**config.mk**
```make
export PLATFORM = sky130hd
export DESIGN_NAME = sa_hdlc_link
export DESIGN_NICKNAME = d
export VERILOG_FILES = /design/src/shared/sa_hdlc_pkg.sv /design/src/hdl/sa_hdlc_link.sv
export SDC_FILE = /design/constraint.sdc
export NUM_CORES = 1
export LEC_CHECK = 0
export BUFFER_PORTS_ARGS = -buffer_cell sky130_fd_sc_hd__buf_2
export CAP_MARGIN = 5
export CORE_AREA = 2 2 143 201
export CTS_CLUSTER_SIZE = 10
export DETAILED_ROUTE_END_ITERATION = 8
export DIE_AREA = 0 0 145 203
export PLACE_DENSITY = 0.82
export SYNTH_ARGS = -nofsm -noshare
export SYNTH_HDL_FRONTEND = slang
export SYNTH_SLANG_ARGS = --single-unit
```
**constraint.sdc**
```tcl
create_clock -name aclk -period 8.8 [get_ports aclk]
set_input_delay 0 -clock aclk [delete_from_list [all_inputs] [get_ports aclk]]
set_output_delay 0 -clock aclk [all_outputs]
set_load 0.02 [all_outputs]
```
**src/shared/sa_hdlc_pkg.sv**
```systemverilog
// Constants, state type and CRC helpers for the Sa-bit HDLC link controller
package sa_hdlc_pkg;
  localparam int ADDR_W = 12;
  localparam logic [11:0] CTRL_ADDR = 12'h0108;
  localparam logic [11:0] SASEL_ADDR = 12'h010C;
  localparam logic [11:0] TXD_ADDR = 12'h0110;
  localparam logic [11:0] RXD_ADDR = 12'h0114;
  localparam logic [11:0] STAT_ADDR = 12'h0118;
  localparam int RXEN_BIT = 7;
  localparam int TXEN_BIT = 6;
  localparam int ABORT_BIT = 5;
  localparam int EOM_BIT = 4;
  localparam int RX_HALF_LEVEL_IRQ_ENABLE_BIT = 3;
  localparam int TX_HALF_LEVEL_IRQ_ENABLE_BIT = 2;
  localparam logic [7:0] CTRL_MASK = 8'hFC;
  localparam logic [7:0] CTRL_RST = 8'h00;
  localparam logic [4:0] SASEL_RST = 5'h00;
  localparam logic [2:0] SA_POS_CNT = 3'h5;
  localparam int FIFO_DEPTH = 16;
  localparam logic [4:0] HALF_LVL = 5'h08;
  localparam logic [2:0] LAST_BIT = 3'h7;
  localparam logic [7:0] FLAG_PAT = 8'h7E;
  localparam logic [7:0] ABORT_PAT = 8'hFE;
  localparam logic [15:0] CRC_INIT = 16'hFFFF;
  localparam logic [15:0] CRC_POLY = 16'h8408;
  localparam logic [15:0] CRC_GOOD = 16'hF0B8;
  localparam logic [1:0] RESP_OKAY = 2'h0;
  localparam logic [1:0] RESP_SLVERR = 2'h2;

  typedef enum logic [4:0] {
    TX_FLAG = 5'b00001,
    TX_DATA = 5'b00010,
    TX_CRC_LO = 5'b00100,
    TX_CRC_HI = 5'b01000,
    TX_ABORT = 5'b10000
  } tx_state_t;

  // Reflected CCITT step, one bit
  function automatic logic [15:0] crc_bit(input logic [15:0] c, input logic b);
    crc_bit = (c[0] ^ b) ? ((c >> 1) ^ CRC_POLY) : (c >> 1);
  endfunction

  function automatic logic [15:0] crc_byte(input logic [15:0] c, input logic [7:0] d);
    logic [15:0] r;
    r = c;
    for (int i = 0; i < 8; i++) begin
      r = crc_bit(r, d[i]);
    end
    crc_byte = r;
  endfunction
endpackage

```
**src/hdl/sa_hdlc_link.sv**
```systemverilog
// Sa-bit HDLC link controller with AXI4-Lite registers and byte FIFOs
// How it works
// - Link bits travel only in National_bit_select_field of TS0 in non-alignment frames.
// - Each set select bit adds its Sa position, 4 kbit/s each.
// - Enabled receiver finds flags, removes stuffed zeros, stores bytes in FIFO.
// - Receiver disabled: controller idle, FIFO emptied, receive requests suppressed.
// - Transmitter enabled with empty FIFO sends continuous flags.
// - Transmitter takes bytes from its FIFO and frames them into a message.
// - Transmitter disabled: controller idle, FIFO emptied, transmit requests suppressed.
// - Abort set: finish current data byte, then send zero and seven ones.
// - After the abort pattern, transmit FIFO is emptied and flags follow.
// - Software marks last byte; when FIFO drains, a 16-bit check follows.
// - After the closing check sequence, transmit raises an interrupt request.
// - Receive half enable: request at half full and at message end.
// - Transmit half enable: request at half full and at message end.
// - Half enable clear: requests only at message end or overflow.
// - Transmit and receive FIFOs each hold 16 bytes.
// - Transmit bytes leave bit 0 first, bit 7 last.
`timescale 1ns/10ps
module sa_hdlc_fifo #(
  parameter int WIDTH = 8,
  parameter int DEPTH = 16
) (
  input wire logic aclk, // Clock
  input wire logic aresetn, // Sync reset, active low
  input wire logic flush, // Empty the buffer
  input wire logic [WIDTH-1:0] in_data, // Fill word
  input wire logic in_valid, // Fill request
  output logic in_ready, // Room left
  output logic [WIDTH-1:0] out_data, // Head word
  output logic out_valid, // Not empty
  input wire logic out_ready, // Drain request
  output logic [$clog2(DEPTH):0] level // Words held
);
  localparam int AW = $clog2(DEPTH);
  logic [WIDTH-1:0] mem [DEPTH];
  logic [AW-1:0] wp_ff;
  logic [AW-1:0] rp_ff;
  logic [AW:0] cnt_ff;
  wire push = in_valid && in_ready;
  wire pop = out_valid && out_ready;
  assign in_ready = cnt_ff != (AW+1)'(DEPTH);
  assign out_valid = cnt_ff != '0;
  assign out_data = mem[rp_ff];
  assign level = cnt_ff;

  always_ff @(posedge aclk) begin
    if (!aresetn || flush) begin
      wp_ff <= '0;
      rp_ff <= '0;
      cnt_ff <= '0;
    end else begin
      wp_ff <= wp_ff + AW'(push);
      rp_ff <= rp_ff + AW'(pop);
      cnt_ff <= cnt_ff + (AW+1)'(push) - (AW+1)'(pop);
    end
  end

  always_ff @(posedge aclk) begin
    if (push) begin
      mem[wp_ff] <= in_data;
    end
  end
endmodule // sa_hdlc_fifo

module sa_hdlc_link (
  input wire logic aclk, // Clock, 100 MHz
  input wire logic aresetn, // Sync reset, active low
  input wire logic [sa_hdlc_pkg::ADDR_W-1:0] awaddr, // Write address
  input wire logic awvalid, // Write address valid
  output logic awready, // Write address taken
  input wire logic [31:0] wdata, // Write data
  input wire logic [3:0] wstrb, // Write byte enables
  input wire logic wvalid, // Write data valid
  output logic wready, // Write data taken
  output logic [1:0] bresp, // Write response
  output logic bvalid, // Write response valid
  input wire logic bready, // Write response taken
  input wire logic [sa_hdlc_pkg::ADDR_W-1:0] araddr, // Read address
  input wire logic arvalid, // Read address valid
  output logic arready, // Read address taken
  output logic [31:0] rdata, // Read data
  output logic [1:0] rresp, // Read response
  output logic rvalid, // Read data valid
  input wire logic rready, // Read data taken
  input wire logic sa_strobe, // One Sa bit time of TS0, NFAS frame
  input wire logic [2:0] sa_pos, // 0..4 = National_bit_select_field
  input wire logic rx_sa_bit, // Received Sa bit
  output logic tx_sa_bit, // Transmitted Sa bit
  output logic tx_irq, // Transmit request pulse
  output logic rx_irq // Receive request pulse
);
  import sa_hdlc_pkg::*;

  logic [7:0] ctrl_ff, nxt_ctrl;
  logic [4:0] sasel_ff;
  logic awready_ff, bvalid_ff, arready_ff, rvalid_ff;
  logic [1:0] bresp_ff, rresp_ff;
  logic [31:0] rdata_ff;
  tx_state_t tst_ff, nxt_tst;
  logic [7:0] tsh_ff, nxt_tsh;
  logic [2:0] tcnt_ff, nxt_tcnt, tones_ff, nxt_tones;
  logic tstuff_ff, nxt_tstuff, tx_sa_bit_ff, nxt_tbit, tx_irq_ff, rx_irq_ff;
  logic [15:0] tcrc_ff, nxt_tcrc;
  logic tx_pop, eom_done, abort_done;
  logic [7:0] rsh_ff, rh0_ff, rh1_ff;
  logic [2:0] rcnt_ff, rones_ff;
  logic [1:0] rhc_ff;
  logic rin_ff;
  logic [15:0] rcrc_ff;
  logic [7:0] tx_fd, rx_fd;
  logic tx_fv, tx_in_ready, rx_fv, rx_in_ready;
  logic [4:0] tx_lvl, rx_lvl;

  // Sa slot decode
  wire tx_en = ctrl_ff[TXEN_BIT];
  wire rx_en = ctrl_ff[RXEN_BIT];
  wire sa_sel = sa_strobe && (sa_pos < SA_POS_CNT) && sasel_ff[sa_pos];
  wire tx_slot = tx_en && sa_sel;
  wire rx_slot = rx_en && sa_sel;

  // Bus decode
  wire wr_txd = awaddr == TXD_ADDR;
  wire wr_map = (awaddr == CTRL_ADDR) || (awaddr == SASEL_ADDR) || wr_txd;
  wire wr_go = awvalid && wvalid && !awready_ff && !bvalid_ff && (!wr_txd || tx_in_ready);
  wire wr_fire = awready_ff && awvalid;
  wire wr_lo = wr_fire && wstrb[0];
  wire wr_ctrl = wr_lo && (awaddr == CTRL_ADDR);
  wire wr_sasel = wr_lo && (awaddr == SASEL_ADDR);
  wire tx_push = wr_lo && wr_txd;
  wire rd_go = arvalid && !arready_ff && !rvalid_ff;
  wire rd_fire = arready_ff && arvalid;
  wire rd_rxd = araddr == RXD_ADDR;
  wire rx_pop = rd_fire && rd_rxd && rx_fv;
  wire rd_map = (araddr == CTRL_ADDR) || (araddr == SASEL_ADDR) || (araddr == TXD_ADDR)
                || rd_rxd || (araddr == STAT_ADDR);
  wire tx_busy = tst_ff != TX_FLAG;
  wire [31:0] stat_word = {14'h0000, tx_busy, rin_ff, 3'h0, tx_lvl, 3'h0, rx_lvl};
  wire [31:0] rd_word = (araddr == CTRL_ADDR) ? {24'h00_0000, ctrl_ff} :
                        (araddr == SASEL_ADDR) ? {27'h000_0000, sasel_ff} :
                        (rd_rxd && rx_fv) ? {24'h00_0000, rx_fd} :
                        (araddr == STAT_ADDR) ? stat_word : 32'h0000_0000;

  // Transmit bit engine
  wire stuff_now = tstuff_ff && (tones_ff == 3'h5);
  wire tx_load = tx_slot && !stuff_now && (tcnt_ff == LAST_BIT);
  wire tx_head = tsh_ff[0];
  wire [15:0] tcrc_bit = (tst_ff == TX_DATA) ? crc_bit(tcrc_ff, tx_head) : tcrc_ff;
  wire tx_flush = !tx_en || abort_done;

  always_comb begin
    nxt_tst = tst_ff;
    nxt_tsh = tsh_ff;
    nxt_tcnt = tcnt_ff;
    nxt_tones = tones_ff;
    nxt_tstuff = tstuff_ff;
    nxt_tcrc = tcrc_ff;
    nxt_tbit = tx_sa_bit_ff;
    tx_pop = 1'b0;
    eom_done = 1'b0;
    abort_done = 1'b0;
    if (!tx_en) begin
      nxt_tst = TX_FLAG;
      nxt_tsh = FLAG_PAT;
      nxt_tcnt = '0;
      nxt_tones = '0;
      nxt_tstuff = 1'b0;
      nxt_tbit = 1'b1;
    end else if (tx_slot && stuff_now) begin
      nxt_tbit = 1'b0;
      nxt_tones = '0;
      // A stuff owed by the last check bit ends stuffing before the flag
      nxt_tstuff = tstuff_ff && (tst_ff != TX_FLAG);
    end else if (tx_slot) begin
      nxt_tbit = tx_head;
      nxt_tsh = {1'b0, tsh_ff[7:1]};
      nxt_tones = (tstuff_ff && tx_head) ? tones_ff + 3'h1 : 3'h0;
      nxt_tcrc = tcrc_bit;
      nxt_tcnt = tcnt_ff + 3'h1;
      if (tcnt_ff == LAST_BIT) begin
        nxt_tstuff = 1'b1;
        case (tst_ff)
          TX_FLAG: begin
            if (tx_fv) begin
              tx_pop = 1'b1;
              nxt_tsh = tx_fd;
              nxt_tcrc = CRC_INIT;
              nxt_tst = TX_DATA;
            end else begin
              nxt_tsh = FLAG_PAT;
              nxt_tstuff = 1'b0;
            end
          end
          TX_DATA: begin
            if (ctrl_ff[ABORT_BIT] || (!tx_fv && !ctrl_ff[EOM_BIT])) begin
              nxt_tsh = ABORT_PAT;
              nxt_tstuff = 1'b0;
              nxt_tst = TX_ABORT;
            end else if (tx_fv) begin
              tx_pop = 1'b1;
              nxt_tsh = tx_fd;
            end else begin
              nxt_tsh = ~tcrc_bit[7:0];
              nxt_tst = TX_CRC_LO;
            end
          end
          TX_CRC_LO: begin
            nxt_tsh = ~tcrc_ff[15:8];
            nxt_tst = TX_CRC_HI;
          end
          TX_CRC_HI: begin
            nxt_tsh = FLAG_PAT;
            // Five trailing ones still need their zero ahead of the flag
            nxt_tstuff = nxt_tones == 3'h5;
            nxt_tst = TX_FLAG;
            eom_done = 1'b1;
          end
          TX_ABORT: begin
            nxt_tsh = FLAG_PAT;
            nxt_tstuff = 1'b0;
            nxt_tst = TX_FLAG;
            abort_done = 1'b1;
          end
          default: begin
            nxt_tsh = FLAG_PAT;
            nxt_tstuff = 1'b0;
            nxt_tst = TX_FLAG;
          end
        endcase
      end
    end
  end

  // Software writes win over the hardware clears
  always_comb begin
    nxt_ctrl = ctrl_ff;
    if (abort_done) begin
      nxt_ctrl[ABORT_BIT] = 1'b0;
    end
    if (eom_done) begin
      nxt_ctrl[EOM_BIT] = 1'b0;
    end
    if (wr_ctrl) begin
      nxt_ctrl = wdata[7:0] & CTRL_MASK;
    end
  end

  wire tx_half = ctrl_ff[TX_HALF_LEVEL_IRQ_ENABLE_BIT] && tx_pop && (tx_lvl == HALF_LVL + 5'h01);
  wire tx_req = tx_en && (eom_done || tx_half);

  // Receive bit engine
  wire r_stuff = (rones_ff == 3'h5) && !rx_sa_bit;
  wire r_flag = (rones_ff == 3'h6) && !rx_sa_bit;
  wire r_abort = (rones_ff == 3'h6) && rx_sa_bit;
  wire r_data = rx_slot && rin_ff && !r_stuff && !r_flag && !r_abort;
  wire [7:0] r_byte = {rx_sa_bit, rsh_ff[7:1]};
  wire r_done = r_data && (rcnt_ff == LAST_BIT);
  wire [2:0] rones_inc = (rones_ff == 3'h7) ? rones_ff : rones_ff + 3'h1;
  wire r_end = rx_slot && r_flag && rin_ff && (rhc_ff == 2'h2) && (rcnt_ff == LAST_BIT)
               && (rcrc_ff == CRC_GOOD);
  wire rx_push = r_done && (rhc_ff == 2'h2);
  wire r_ovf = rx_push && !rx_in_ready;
  wire rx_half = ctrl_ff[RX_HALF_LEVEL_IRQ_ENABLE_BIT] && rx_push && rx_in_ready
                 && (rx_lvl == HALF_LVL - 5'h01);
  wire rx_req = rx_en && (r_end || r_ovf || rx_half);

  always_ff @(posedge aclk) begin
    if (!aresetn || !rx_en) begin
      rin_ff <= 1'b0;
      rones_ff <= '0;
      rcnt_ff <= '0;
      rhc_ff <= '0;
      rsh_ff <= '0;
      rcrc_ff <= CRC_INIT;
    end else if (rx_slot) begin
      rones_ff <= rx_sa_bit ? rones_inc : 3'h0;
      if (r_flag) begin
        rin_ff <= 1'b1;
        rcnt_ff <= '0;
        rhc_ff <= '0;
        rcrc_ff <= CRC_INIT;
      end else if (r_abort) begin
        rin_ff <= 1'b0;
        rhc_ff <= '0;
      end else if (r_data) begin
        rsh_ff <= r_byte;
        rcnt_ff <= rcnt_ff + 3'h1;
        if (r_done) begin
          rcrc_ff <= crc_byte(rcrc_ff, r_byte);
          rhc_ff <= (rhc_ff == 2'h2) ? rhc_ff : rhc_ff + 2'h1;
        end
      end
    end
  end

  // Two-byte hold keeps the check bytes out of the FIFO
  always_ff @(posedge aclk) begin
    if (r_done) begin
      rh0_ff <= r_byte;
      rh1_ff <= rh0_ff;
    end
  end

  always_ff @(posedge aclk) begin
    if (!aresetn) begin
      ctrl_ff <= CTRL_RST;
      sasel_ff <= SASEL_RST;
      tst_ff <= TX_FLAG;
      tsh_ff <= FLAG_PAT;
      tcnt_ff <= '0;
      tones_ff <= '0;
      tstuff_ff <= 1'b0;
      tcrc_ff <= CRC_INIT;
      tx_sa_bit_ff <= 1'b1;
      tx_irq_ff <= 1'b0;
      rx_irq_ff <= 1'b0;
    end else begin
      ctrl_ff <= nxt_ctrl;
      sasel_ff <= wr_sasel ? wdata[4:0] : sasel_ff;
      tst_ff <= nxt_tst;
      tsh_ff <= nxt_tsh;
      tcnt_ff <= nxt_tcnt;
      tones_ff <= nxt_tones;
      tstuff_ff <= nxt_tstuff;
      tcrc_ff <= nxt_tcrc;
      tx_sa_bit_ff <= nxt_tbit;
      tx_irq_ff <= tx_req;
      rx_irq_ff <= rx_req;
    end
  end

  always_ff @(posedge aclk) begin
    if (!aresetn) begin
      awready_ff <= 1'b0;
      bvalid_ff <= 1'b0;
      bresp_ff <= RESP_OKAY;
      arready_ff <= 1'b0;
      rvalid_ff <= 1'b0;
      rresp_ff <= RESP_OKAY;
      rdata_ff <= '0;
    end else begin
      awready_ff <= wr_go;
      bvalid_ff <= wr_fire || (bvalid_ff && !bready);
      bresp_ff <= wr_fire ? (wr_map ? RESP_OKAY : RESP_SLVERR) : bresp_ff;
      arready_ff <= rd_go;
      rvalid_ff <= rd_fire || (rvalid_ff && !rready);
      rresp_ff <= rd_fire ? (rd_map ? RESP_OKAY : RESP_SLVERR) : rresp_ff;
      rdata_ff <= rd_fire ? rd_word : rdata_ff;
    end
  end

  sa_hdlc_fifo #(.WIDTH(8), .DEPTH(FIFO_DEPTH)) tx_fifo (
    .aclk(aclk),
    .aresetn(aresetn),
    .flush(tx_flush),
    .in_data(wdata[7:0]),
    .in_valid(tx_push),
    .in_ready(tx_in_ready),
    .out_data(tx_fd),
    .out_valid(tx_fv),
    .out_ready(tx_pop),
    .level(tx_lvl)
  );

  sa_hdlc_fifo #(.WIDTH(8), .DEPTH(FIFO_DEPTH)) rx_fifo (
    .aclk(aclk),
    .aresetn(aresetn),
    .flush(!rx_en),
    .in_data(rh1_ff),
    .in_valid(rx_push),
    .in_ready(rx_in_ready),
    .out_data(rx_fd),
    .out_valid(rx_fv),
    .out_ready(rx_pop),
    .level(rx_lvl)
  );

  assign awready = awready_ff;
  assign wready = awready_ff;
  assign bvalid = bvalid_ff;
  assign bresp = bresp_ff;
  assign arready = arready_ff;
  assign rvalid = rvalid_ff;
  assign rresp = rresp_ff;
  assign rdata = rdata_ff;
  assign tx_sa_bit = tx_sa_bit_ff;
  assign tx_irq = tx_irq_ff;
  assign rx_irq = rx_irq_ff;

  AST_SA_ONLY: assert property (@(posedge aclk) disable iff (!aresetn)
    tx_en && !tx_slot |=> $stable(tx_sa_bit_ff)) else $error("Sa bit moved outside a slot");
  AST_RX_OFF: assert property (@(posedge aclk) disable iff (!aresetn)
    !rx_en |=> rx_lvl == 5'h00 && !rx_irq_ff) else $error("Receive not idle when off");
  AST_TX_FLAG: assert property (@(posedge aclk) disable iff (!aresetn)
    tx_load && tst_ff == TX_FLAG && !tx_fv |=> tsh_ff == FLAG_PAT) else $error("No idle flag");
  AST_TX_OFF: assert property (@(posedge aclk) disable iff (!aresetn)
    !tx_en |=> tx_lvl == 5'h00 && !tx_irq_ff && tx_sa_bit_ff) else $error("Transmit not idle");
  AST_ABORT: assert property (@(posedge aclk) disable iff (!aresetn)
    tx_load && tst_ff == TX_DATA && ctrl_ff[ABORT_BIT] |=> tsh_ff == ABORT_PAT)
    else $error("Abort pattern not loaded");
  AST_ABORT_FLUSH: assert property (@(posedge aclk) disable iff (!aresetn)
    tx_load && tst_ff == TX_ABORT |=> tx_lvl == 5'h00 && tst_ff == TX_FLAG)
    else $error("FIFO not emptied after abort");
  AST_EOM_IRQ: assert property (@(posedge aclk) disable iff (!aresetn)
    tx_load && tst_ff == TX_CRC_HI |=> tx_irq_ff && tst_ff == TX_FLAG)
    else $error("No request after check sequence");
  AST_LSB: assert property (@(posedge aclk) disable iff (!aresetn)
    tx_slot && !stuff_now |=> tx_sa_bit_ff == $past(tx_head)) else $error("Bit order wrong");
  AST_STUFF: assert property (@(posedge aclk) disable iff (!aresetn)
    tx_slot && stuff_now |=> !tx_sa_bit_ff) else $error("Stuffed zero missing");
  AST_RX_HALF: assert property (@(posedge aclk) disable iff (!aresetn)
    !ctrl_ff[RX_HALF_LEVEL_IRQ_ENABLE_BIT] && !r_end && !r_ovf |=> !rx_irq_ff) else $error("Spurious rx request");
endmodule // sa_hdlc_link

```
==> summary.md <==
| Metric | Value |
|---|---|
| Status | finished, final reports clean |
| Detailed Place HPWL | 25100 um |
| Most used DFF post-synth | edfxtp_1 |
| P_sw | 0.000768 W |
| Hold Path Class | in -> reg |
| Pre-Repair DR Iteration Count | 5 |
| First-pass GRT wire length | 61100 um |
| Vias after detailed routing | 10900 |
| Core Footprint | 27500 sq um |
| Dpl cell area | 17800 sq um |
| Depth of the CTS H-tree | 2 |
| Final worst setup slack | 5.27 ns |
| Clock Path Buffers | 3 |
| DRC Markers | 0 |
| P_leak | 6.68 nW |
| CTS resizes | 0 |
| Worst Path Required | 9.25 ns |
| Starting Density | 62.5% |
| Final hold vios | 0 |
| Final setup fails | 0 |
| Final WL | 38900 um |
| Setup TNS | 0 ns |
| Slew Limit Fails | 0 |
| Fin crit share | 40.1% |
| Clk sink count | 401 |
| Initial antenna violation count | 0 |
| Post-route cell area | 19300 sq um |
| Wire per inst | 22.2 um |
| Post-Syn Instances | 1262 |
| Synth area leader | edfxtp_1 |
| RePlAce Congestion | 0.863 |
| Switch share | 20.4% |
| Vias in the first global route | 11200 |
| Yosys top cell area share | 47.5% |
| # IOs | 116 |
| Mapped Area | 17200 sq um |
| Gr usage total | 26.7% |
| Rel. slew slack | 17.8% |
| Initial DRC Count | 1047 |
| Final Net Count | 1452 |
| Critical Path End Type | flop |
| Clock share of power | 45.1% |
| Post-synth cell types | 66 |
| Drt via density | 6.24 |
| CTS root buffer | clkbuf_16 |
| IO buf count | 69 |
| PwrDens | 195 nW/um^2 |
| Sequential power share | 53.1% |
| Tmin final | 3.53 ns |
| Layout Skew | 0.0167 ns |
| Pre-CTS WS | 5.27 ns |
| Int Pwr | 0.00300 W |
| Combinational power share | 1.8% |
| Max cap viols | 0 |
| Clk Latency, worst-skew pair | 0.56 ns |
| Crit path kind | reg -> reg |
| Die Y | 203 um |
| Fmax | 283 MHz |
| List of most frequent post-synthesis cells | edfxtp_1 (272), dfxtp_1 (129), nor2_1 (87) |
| Register area share after synthesis | 62.6% |
| Synth top area cells | edfxtp_1 (48%), dfxtp_1 (15%), mux4_2 (9.3%), ha_1 (2.2%), o21ai_0 (2.1%) |
| Async S/R FF share, synth | 0% |
| Largest net degree at the start of global routing | 45 |
| EDFF count, synth | 272 |
| Yosys warnings | 0 |
| Rows | 72 |
| Unrepaired setup endpoints after global routing | no |
| Peak VDD IR | 151 uV |
| CP max FO | 11 |
| Area Growth Syn to Fin | 12.6% |
| Synth Register Bits | 401 |
| CTS buffer count | 46 |
| Share of cells above drive strength 1 | 16.3% |
| Most common cell in the synthesized netlist | edfxtp_1 |
| Die Width | 145 um |
| Total grt overflow | 0 |
| # Post-CTS Setup Buffers | 0 |
| CTS tree | built |
| Clk slew on worst S/H paths | 0.06 ns |
| Syn_area_per_cell | 13.6 sq um |
| Arrival time worst endpoint | 3.98 ns |
| Worst slew pin tran | 1.22 ns |
| Full die area | 29400 sq um |
| Critical Path Source Type | flop |
| Routed Antenna Nets | 0 |
per-stage QoR:
stage,total power [W],hold WS (ns),cells,util (%)
after floorplan,0.00208,0.0989,1280,-
after global placement,0.00210,0.270,1642,64.6
after detailed placement,0.00210,0.269,1642,64.6
after CTS,0.00379,0.0350,1747,70.3
after global routing,0.00386,0.0704,1750,70.4
final,0.00377,0.0656,1751,70.4
worst paths after layout:
kind,start,end,slack (ns),depth (start not counted)
setup / recovery,tx_fifo.level[3]$_SDFF_PP0_,tx_fifo.level[4]$_SDFF_PP0_,5.27,13
hold / removal,aresetn,ctrl_ff[5]$_SDFFE_PN0P_,0.07,2
setup reg to reg,tx_fifo.level[3]$_SDFF_PP0_,tx_fifo.level[4]$_SDFF_PP0_,5.27,13
hold reg to reg,rh0_ff[1]$_DFFE_PP_,rh1_ff[1]$_DFFE_PP_,0.41,0
sequential cells by signal (all words and copies together), names as in the netlist, 4 cells and up:
| signal | count |
|---|---|
| sasel_ff | 5 |
| rh0_ff | 8 |
| rsh_ff | 7 |
| tcrc_ff | 16 |
| rcrc_ff | 16 |
| rh1_ff | 8 |
| tsh_ff | 8 |
| rdata | 15 |
| rx_fifo.rp_ff | 4 |
| rx_fifo.level | 5 |
| tx_fifo.mem | 128 |
| rx_fifo.mem | 128 |
| tx_fifo.rp_ff | 4 |
| ctrl_ff | 6 |
| rx_fifo.wp_ff | 4 |
| tx_fifo.level | 5 |
| tx_fifo.wp_ff | 4 |
| tst_ff | 5 |
worst max-delay path, stage by stage (launching register included):
cell      delay (ns)
dfxtp_1         0.40
inv_1           0.08
ha_1            0.20
or4b_1          0.44
o211ai_1        0.16
nor4_1          0.78
xor2_1          0.16
ha_1            0.27
fa_1            0.44
a21oi_1         0.18
nor2_1          0.05
nor2_1          0.11
xnor2_1         0.12
nor2_1          0.05
layer usage:
| metal | track usage (%) | routed length (um) |
|---|---|---|
| met2 | 48.1 | 20700 |
| met5 | 0 | 0 |
| met4 | 12.4 | 1710 |
| met1 | 31.5 | 14300 |
| met3 | 4.02 | 2230 |
cell usage in the layout (no fill, tap or decap), types with 4 or more instances in the layout:
cell type | netlist | layout
edfxtp_1 | 272 | 272
dfxtp_1 | 129 | 127
nor2_1 | 87 | 87
o21ai_0 | 72 | 72
mux4_2 | 71 | 71
buf_2 | 10 | 70
nand3_1 | 65 | 65
a21oi_1 | 52 | 52
clkbuf_16 | 0 | 46
nand2_1 | 37 | 37
clkbuf_1 | 53 | 31
ha_1 | 30 | 30
mux2i_1 | 29 | 29
inv_1 | 29 | 29
xnor2_1 | 27 | 27
dlygate4sd3_1 | 0 | 25
nor2b_1 | 23 | 23
nor3_1 | 23 | 22
xor2_1 | 20 | 20
nor4_1 | 20 | 19
conb_1 | 1 | 19
buf_4 | 20 | 18
o211ai_1 | 12 | 12
nand4_1 | 12 | 12
a211oi_1 | 12 | 12
and3_1 | 11 | 11
and2_1 | 11 | 11
nand2b_1 | 10 | 10
a31oi_1 | 10 | 10
nor4b_1 | 9 | 9
a22oi_1 | 9 | 9
or4_1 | 8 | 8
o22ai_1 | 7 | 7
o21a_1 | 6 | 6
nand4b_1 | 5 | 5
or3_1 | 5 | 5
a21o_1 | 4 | 4
cell type report:
class                   count  area (sq um)
clock buffers              77          1270
clock inverters             3          45.0
diodes                      1          2.50
multi-input cells         757          5960
repair buffers            113           736
well taps                 370           463
fillers                  1792          8140
flip-flops and latches    401         10800
inverters                  29           109
logic make-up after synthesis:
logic type | after synthesis | synth area share [%]
multiplexers | 102 | 11.1
other | 1 | 0.0218
XOR/XNOR | 47 | 2.40
adder cells (fa/ha/maj) | 32 | 2.42
buffers and inverters | 122 | 3.18
AO/OA/AOI/OAI | 209 | 7.40
AND/OR/NAND/NOR | 348 | 10.9
flip-flops | 401 | 62.6
power by group through the flow:
stage,Combinational [W],Clock (W),Sequential [W]
4_1_cts,0.0000668,0.00172,0.00200
2_1_floorplan,0.0000314,0,0.00205
3_5_place_dp,0.0000580,0,0.00204
5_1_grt,0.0000731,0.00178,0.00200
6_report,0.0000680,0.00170,0.00200
3_3_place_gp,0.0000565,0,0.00204
what timing repair did:
item                       in CTS  in global routing
setup endpoints to repair       0                  0
hold buffers                   25                  0
hold endpoints to repair      153                  0
(Power assumes the default switching activity.)
